<file path="config.mk">
export PLATFORM = sky130hd
export DESIGN_NAME = hbm_lane_mapper
export DESIGN_NICKNAME = d
export VERILOG_FILES = /design/src/hdl/hbm_pkg.sv /design/src/hdl/hbm_lane_mapper.sv /design/src/hdl/hbm_sync3.sv
export SDC_FILE = /design/constraint.sdc
export NUM_CORES = 1
export LEC_CHECK = 0
export BUFFER_PORTS_ARGS = -buffer_cell sky130_fd_sc_hd__buf_4
export CAP_MARGIN = 20
export CORE_MARGIN = 2
export CORE_UTILIZATION = 50
export DETAILED_ROUTE_END_ITERATION = 6
export HOLD_SLACK_MARGIN = 0.15
export PLACE_DENSITY = 0.77
export SETUP_SLACK_MARGIN = 0.15
export SLEW_MARGIN = 5
export SYNTH_ARGS = -nofsm -noshare
export SYNTH_HDL_FRONTEND = slang
export SYNTH_HIERARCHICAL = 1
export SYNTH_SLANG_ARGS = --single-unit
</file>
<file path="constraint.sdc">
create_clock -name sys_clk -period 2.1 [get_ports sys_clk]
set_input_delay 0.315 -clock sys_clk [delete_from_list [all_inputs] [get_ports sys_clk]]
set_output_delay 0.315 -clock sys_clk [all_outputs]
set_load 0.01 [all_outputs]
</file>
<file path="src/hdl/hbm_pkg.sv">
// package: offsets, strap codes and timing constants for the host byte-lane mapper
package hbm_pkg;
  // register offsets on the host port
  localparam logic [4:0] OFS_DATA_PORT  = 5'h10;
  localparam logic [4:0] OFS_UNUSED     = 5'h11;
  localparam logic [4:0] OFS_NO_HIGH    = 5'h1e;
  localparam logic [4:0] OFS_SOFT_RESET = 5'h1f;
  // field widths
  localparam int         ADDR_W         = 6;
  localparam int         OFS_W          = 5;
  localparam int         LANE_W         = 8;
  // values after reset
  localparam logic [7:0] LANE_RESET     = 8'h00;
  localparam logic [1:0] SYNC_RESET     = 2'b00;
  // soft reset pulse length in cycles
  localparam logic [3:0] SOFT_RST_CYCLES = 4'h8;
  // enabled edges after reset before the strap synchronisers show the pin
  localparam logic [2:0] STRAP_SETTLE_CYCLES = 3'h4;

  // bus personality taken from the straps
  typedef enum logic [1:0]
  {
    HBM_MODE_ISA = 2'b00,
    HBM_MODE_186 = 2'b01,
    HBM_MODE_RSV = 2'b11
  } hbm_mode_e;
endpackage

</file>
<file path="src/hdl/hbm_lane_mapper.sv">
// module: host byte-lane mapper for the parallel register port
// How it works
// - no strap resistors fitted selects the isa-like personality
// - pull-up on eeprom clock strap alone selects the 186-like personality
// - isa-like: even read gives pair, odd read both lanes, writes low lane
// - 186-like: read gives even low, odd high; write lane follows offset parity
// - reading offset 1fh pulses device_reset; the mapper itself keeps its mode and still serves the host
`timescale 1ns/1ns
module hbm_lane_mapper
#(
  parameter int ADDR_W = hbm_pkg::ADDR_W
)
(
  // clock and reset
  input  wire logic              sys_clk,
  input  wire logic              rst,
  input  wire logic              clk_en,
  // strap pins, sampled after reset
  input  wire logic              eeprom_select_strap,
  input  wire logic              eeprom_clock_strap,
  // host port
  input  wire logic [ADDR_W-1:0] host_addr,
  input  wire logic              host_rd,
  input  wire logic              host_wr,
  input  wire logic [15:0]       system_data_lanes_in,
  output logic      [15:0]       system_data_lanes_out,
  output logic      [1:0]        system_data_lanes_oe,
  // register file side
  output logic      [4:0]        reg_rd_ofs_lo,
  output logic      [4:0]        reg_rd_ofs_hi,
  input  wire logic [7:0]        reg_rd_data_lo,
  input  wire logic [7:0]        reg_rd_data_hi,
  output logic                   reg_wr,
  output logic      [4:0]        reg_wr_ofs,
  output logic      [7:0]        reg_wr_data,
  // packet data port side
  output logic                   packet_data_port_rd,
  output logic                   packet_data_port_wr,
  output logic      [15:0]       packet_data_port_wdata,
  input  wire logic [15:0]       packet_data_port_rdata,
  // status
  output logic                   mode_186,
  output logic                   device_reset
);

  // ---------------------------------------------------------------
  // state
  // ---------------------------------------------------------------
  typedef struct packed
  {
    logic                 strap_taken;
    logic [2:0]           settle;
    hbm_pkg::hbm_mode_e   mode;
    logic                 rd_dly;
    logic                 wr_dly;
    logic [15:0]          dout;
    logic [1:0]           oe;
    logic                 wr_pulse;
    logic [4:0]           wr_ofs;
    logic [7:0]           wr_data;
    logic                 dp_rd;
    logic                 dp_wr;
    logic [15:0]          dp_wdata;
    logic [3:0]           rst_cnt;
  } hbm_state_s;

  hbm_state_s st_reg;
  hbm_state_s st_next;

  logic       sel_lvl;
  logic       ck_lvl;
  logic [4:0] ofs;
  logic [4:0] even_ofs;
  logic [4:0] odd_ofs;
  logic       rd_start;

  // ---------------------------------------------------------------
  // strap synchronisers
  // ---------------------------------------------------------------
  // straps are free pins, so each passes four flip-flops before use
  hbm_sync3 #(.RESET_VAL(1'b0)) u_sync_sel
  (
    .sys_clk   (sys_clk),
    .rst       (rst),
    .clk_en    (clk_en),
    .pin_in    (eeprom_select_strap),
    .level_out (sel_lvl)
  );

  hbm_sync3 #(.RESET_VAL(1'b0)) u_sync_ck
  (
    .sys_clk   (sys_clk),
    .rst       (rst),
    .clk_en    (clk_en),
    .pin_in    (eeprom_clock_strap),
    .level_out (ck_lvl)
  );

  // strap decode, used only where the straps are latched into the mode
  function automatic hbm_pkg::hbm_mode_e decode_strap(input logic sel, input logic ck);
    if (!sel && ck)
      decode_strap = hbm_pkg::HBM_MODE_186;
    else if (!sel && !ck)
      decode_strap = hbm_pkg::HBM_MODE_ISA;
    else
      decode_strap = hbm_pkg::HBM_MODE_RSV;
  endfunction

  // ---------------------------------------------------------------
  // address split
  // ---------------------------------------------------------------
  // bit 5 reaches beyond the map and is ignored here
  assign ofs      = host_addr[4:0];
  assign even_ofs = {ofs[4:1], 1'b0};
  assign odd_ofs  = {ofs[4:1], 1'b1};
  assign rd_start = host_rd && !st_reg.rd_dly;

  // read address steering to the register file
  always_comb
  begin
    reg_rd_ofs_lo = ofs;
    reg_rd_ofs_hi = odd_ofs;
    if (st_reg.mode == hbm_pkg::HBM_MODE_186)
      reg_rd_ofs_lo = even_ofs;
    else if (ofs[0])
      reg_rd_ofs_hi = ofs;
  end

  // ---------------------------------------------------------------
  // next state
  // ---------------------------------------------------------------
  always_comb
  begin
    st_next          = st_reg;
    st_next.rd_dly   = host_rd;
    // edge detect on the write strobe, so a long strobe writes once
    st_next.wr_dly   = host_wr;
    st_next.wr_pulse = 1'b0;
    st_next.dp_rd    = 1'b0;
    st_next.dp_wr    = 1'b0;
    // straps latched once, after the synchronisers have settled;
    // the synchronisers restart from their reset value, so their
    // level is only valid after a few enabled edges
    if (!st_reg.strap_taken)
    begin
      if (st_reg.settle == hbm_pkg::STRAP_SETTLE_CYCLES)
      begin
        st_next.strap_taken = 1'b1;
        st_next.mode        = decode_strap(sel_lvl, ck_lvl);
      end
      else
        st_next.settle = st_reg.settle + 3'h1;
    end
    // soft reset pulse runs down; host cycles are still served
    if (st_reg.rst_cnt != 4'h0)
      st_next.rst_cnt = st_reg.rst_cnt - 4'h1;
    // read data: lanes driven one edge behind the strobe, from each edge that samples it high
    st_next.oe = host_rd ? 2'b11 : 2'b00;
    if (host_rd)
    begin
      if (ofs == hbm_pkg::OFS_DATA_PORT)
      begin
        st_next.dout = packet_data_port_rdata;
        st_next.dp_rd = rd_start;
      end
      else if (ofs == hbm_pkg::OFS_UNUSED)
        st_next.dout = 16'h0000;
      else if (ofs == hbm_pkg::OFS_NO_HIGH)
      begin
        st_next.dout = {8'h00, reg_rd_data_lo};
        st_next.oe   = 2'b01;
      end
      else
        st_next.dout = {reg_rd_data_hi, reg_rd_data_lo};
      if (rd_start && ofs == hbm_pkg::OFS_SOFT_RESET)
        st_next.rst_cnt = hbm_pkg::SOFT_RST_CYCLES;
    end
    // writes, taken on the first cycle of the strobe only
    if (host_wr && !st_reg.wr_dly)
    begin
      if (ofs == hbm_pkg::OFS_DATA_PORT)
      begin
        st_next.dp_wr    = 1'b1;
        st_next.dp_wdata = system_data_lanes_in;
      end
      else if (ofs != hbm_pkg::OFS_UNUSED)
      begin
        st_next.wr_pulse = 1'b1;
        st_next.wr_ofs   = ofs;
        if (st_reg.mode == hbm_pkg::HBM_MODE_186 && ofs[0])
          st_next.wr_data = system_data_lanes_in[15:8];
        else
          st_next.wr_data = system_data_lanes_in[7:0];
      end
    end
  end

  // ---------------------------------------------------------------
  // state register; a soft reset does not clear the latched mode
  // ---------------------------------------------------------------
  always_ff @(posedge sys_clk or posedge rst)
  begin
    if (rst)
      st_reg <= '{1'b0, 3'h0, hbm_pkg::HBM_MODE_ISA, 1'b0, 1'b0,
                  16'h0000, 2'b00, 1'b0, 5'h00, hbm_pkg::LANE_RESET,
                  1'b0, 1'b0, 16'h0000, 4'h0};
    else if (clk_en)
      st_reg <= st_next;
  end

  // ---------------------------------------------------------------
  // outputs
  // ---------------------------------------------------------------
  // lane enables leave the same register stage as the data, so both turn on one edge
  assign system_data_lanes_out  = st_reg.dout;
  assign system_data_lanes_oe   = st_reg.oe;
  assign reg_wr                 = st_reg.wr_pulse;
  assign reg_wr_ofs             = st_reg.wr_ofs;
  assign reg_wr_data            = st_reg.wr_data;
  assign packet_data_port_rd    = st_reg.dp_rd;
  assign packet_data_port_wr    = st_reg.dp_wr;
  assign packet_data_port_wdata = st_reg.dp_wdata;
  assign mode_186               = (st_reg.mode == hbm_pkg::HBM_MODE_186);
  assign device_reset           = (st_reg.rst_cnt != 4'h0);
endmodule

</file>
<file path="src/hdl/hbm_sync3.sv">
// module: three-stage synchroniser for one pin, change taken when stages two and three agree
`timescale 1ns/1ns
module hbm_sync3
#(
  parameter logic RESET_VAL = 1'b0
)
(
  // clock and reset
  input  wire logic sys_clk,
  input  wire logic rst,
  input  wire logic clk_en,
  // pin and result
  input  wire logic pin_in,
  output logic      level_out
);

  typedef struct packed
  {
    logic s1;
    logic s2;
    logic s3;
    logic lvl;
  } hbm_sync_s;

  hbm_sync_s st_reg;
  hbm_sync_s st_next;

  // first stage feeds only the second stage
  always_comb
  begin
    st_next     = st_reg;
    st_next.s1  = pin_in;
    st_next.s2  = st_reg.s1;
    st_next.s3  = st_reg.s2;
    if (st_reg.s2 == st_reg.s3)
      st_next.lvl = st_reg.s3;
  end

  // state register
  always_ff @(posedge sys_clk or posedge rst)
  begin
    if (rst)
      st_reg <= '{RESET_VAL, RESET_VAL, RESET_VAL, RESET_VAL};
    else if (clk_en)
      st_reg <= st_next;
  end

  assign level_out = st_reg.lvl;
endmodule

</file>
==> out/results.tsv <==
stage	metric	value	unit
clock_tree	clk-insertion-delay-late	0.33	ns
pwr	pwr_density_cell	877	nW/µm²
floorplan	initial_utilization	51.7	%
cells_and_area	fin_util	63.8	%
synthesis	synth.cell_area	3490	µm²
synthesis	yosysUniqueCellTypes	43	
grt	grt_pass1_wl	10.8	mm
clock_tree	ctsHtreeMaxLevel	3	
timing	max_freq	0.549	GHz
pwr	power.leakage	0.00211	µW
clock_tree	cts_root_buf	clkbuf_8	
timing	rsz0062_at_grt	no	
grt	grt_usage	18.4	%
floorplan	rows	30	
clock_tree	cts_buffers	9	
placement	place.detailed.hpwl	5.17	mm
setup_path	r2r_cells	3	
cells_and_area	final_cell_mix	buf_4, dfrtp_1, mux2_2	
drt	drt_pass1_iterations	4	
synthesis	synth-main-ff-cell	dfrtp_1	
setup_path	worstPathMaxFanout	4	
placement	place_ws	0.186	ns
setup_path	required	1.78	ns
synthesis	async_flop_share	100	%
clock_tree	cts_sinks	69	
run_status	status	finished, final reports clean	
synthesis	syn_area_per_cell	11.6	µm²
floorplan	core-area	6760	µm²
pwr	vdd_drop_max	540	µV
timing	fin_worst_skew	0.00419	ns
synthesis	yosys_warnings	6	
grt	grt_max_degree	42	
clock_tree	path_clk_slew	0.07	ns
cells_and_area	final_common_cell	buf_4	
floorplan	die_h	87.6	µm
floorplan	ios	123	
synthesis	ys_seq_elements	69	
pwr	total_power	3780	µW
placement	portBuffers	120	
timing	setup_viol	0	
drt	vias	2384	
grt	antenna_found_initial	0	
drt	drc	0	
synthesis	synth_edf_count	0	
worst_hold_path	hold_depth	2	
synthesis	synth-seq-area-share	49.5	%
flow_run	drv_cap	0	
floorplan	dieArea	7670	µm²
grt	first_global_vias	2341	
clock_tree	cts_tree	built	
timing	tns	0	ns
clock_tree	ctsLongestPathBuffers	2	
drt	wl	6.83	mm
setup_path	setup.worst_path.class	reg -> out	
cells_and_area	stdcell_count	461	
timing	slew_viol_final	0	
clock_tree	post_cts_buffers	0	
timing	period_share	86.8	%
drt	first_iter_violations	62	
placement	dp_cells	444	
synthesis	synth_top_cell_area_share	49.5	%
cells_and_area	diodes	0	
synthesis	synth.area.top_cells	dfrtp_1, mux2_2, buf_4	
timing	setup_ws	0.278	ns
grt	grt.overflow.total	0	
synthesis	synthesis.nets	364	
drt	ant_nets	0	
timing	finalHoldViolCount	0	
placement	place.gp.congestion	0.787	
drt	route.detailed.wl_per_inst	14.8	µm
worst_hold_path	min_path_type	in -> reg	
synthesis	synth_cells	300	
setup_path	worstSetupEndpointType	output port	
timing	max-slew-margin-rel	65.9	%
setup_path	cp.arrival	1.51	ns
drt	viasPerCell	5.17	
setup_path	start_kind	register	
cells_and_area	area.growth.synth_to_final	23.4	%
cells_and_area	final_nets	440	
cells_and_area	fillers	559	
synthesis	synth_area_leader_cell	dfrtp_1	
timing	worst_slew_pin_slew	0.510	ns
floorplan	die_x	87.6	µm
timing	min_period	1.82	ns
cells_and_area	drive_gt1_share	49.9	%
final cells by class:
cell class / instances / area (µm²) / share of cell area, %
flip-flops and latches: 69 / 1730 / 40.1
multi-input cells: 153 / 1260 / 29.3
repair buffers: 129 / 996 / 23.1
clock buffers: 15 / 166 / 3.86
well taps: 80 / 100 / 2.32
inverters: 14 / 52.6 / 1.22
clock inverters: 1 / 5.00 / 0.116
worst max-delay path: stages (launching register included):
cell	delay, ns
dfrtp_1	0.38
inv_1	0.09
ha_1	0.21
nor3b_2	0.25
inv_1	0.09
buf_4	0.15
layer usage:
metal / share of wire [%] / global-route usage (%) / vias up
li1: - / - / 1141
met1: 40 / 21.0 / 1185
met2: 55 / 33.0 / 52
met3: 4.9 / 6.31 / 6
met4: 0.88 / 4.62 / 0
met5: 0 / 0 / -
synthesized netlist by cell type, drive strengths merged (4+ instances only):
| library cell | count |
|---|---|
| nor2 | 4 |
| dfrtp | 69 |
| o21ai | 14 |
| clkbuf | 5 |
| mux2i | 8 |
| buf | 59 |
| inv | 14 |
| mux2 | 43 |
| a221o | 8 |
| nor2b | 13 |
| nand2 | 14 |
| and2 | 8 |
where the power goes:
part / internal [µW] / leakage [µW] / switching [µW]
registers: 1600 / 0.000855 / 177
logic: 604 / 0.00116 / 454
clock network: 494 / 0.0000877 / 447
final timing paths:
kind	startpoint	end	slack (ns)
max in group asynchronous	rst	system_data_lanes_out[7]	0.93
setup / recovery	st_reg[0]	device_reset	0.28
setup reg to reg	st_reg[57]	reg_wr_data[5]	0.49
hold / removal	packet_data_port_rdata[15]	system_data_lanes_out[15]	0.21
hold reg to reg	system_data_lanes_out[0]	system_data_lanes_out[0]	0.48
min in group asynchronous	rst	u_sync_ck/st_next[2]	0.43
through the flow:
stage / hold slack (ns) / cell area (µm²)
final: 0.208 / 4310
after global routing: 0.186 / 4310
after CTS: 0.195 / 4310
after detailed placement: 0.234 / 4120
after global placement: 0.227 / 4120
after floorplan: 0.0811 / 3490
timing repair:
action,in CTS,in global routing
endpoints found under the setup margin,1,0
resized for setup,1,0
endpoints found under the hold margin,28,0
hold buffers,1,0
cells by family (layout without fill, tap and decap cells):
family                   count (synthesis)  count (layout)  share of synthesized area (%)
XOR/XNOR                                 1               1                          0.251
multiplexers                            51              51                           16.2
AND/OR/NAND/NOR                         55              55                           9.53
flip-flops                              69              69                           49.5
AO/OA/AOI/OAI                           42              42                           8.71
adder cells (fa/ha/maj)                  3               3                           1.08
buffers and inverters                   78             159                           14.7
other                                    1               1                          0.107
Power figures use the tool's default switching activity.
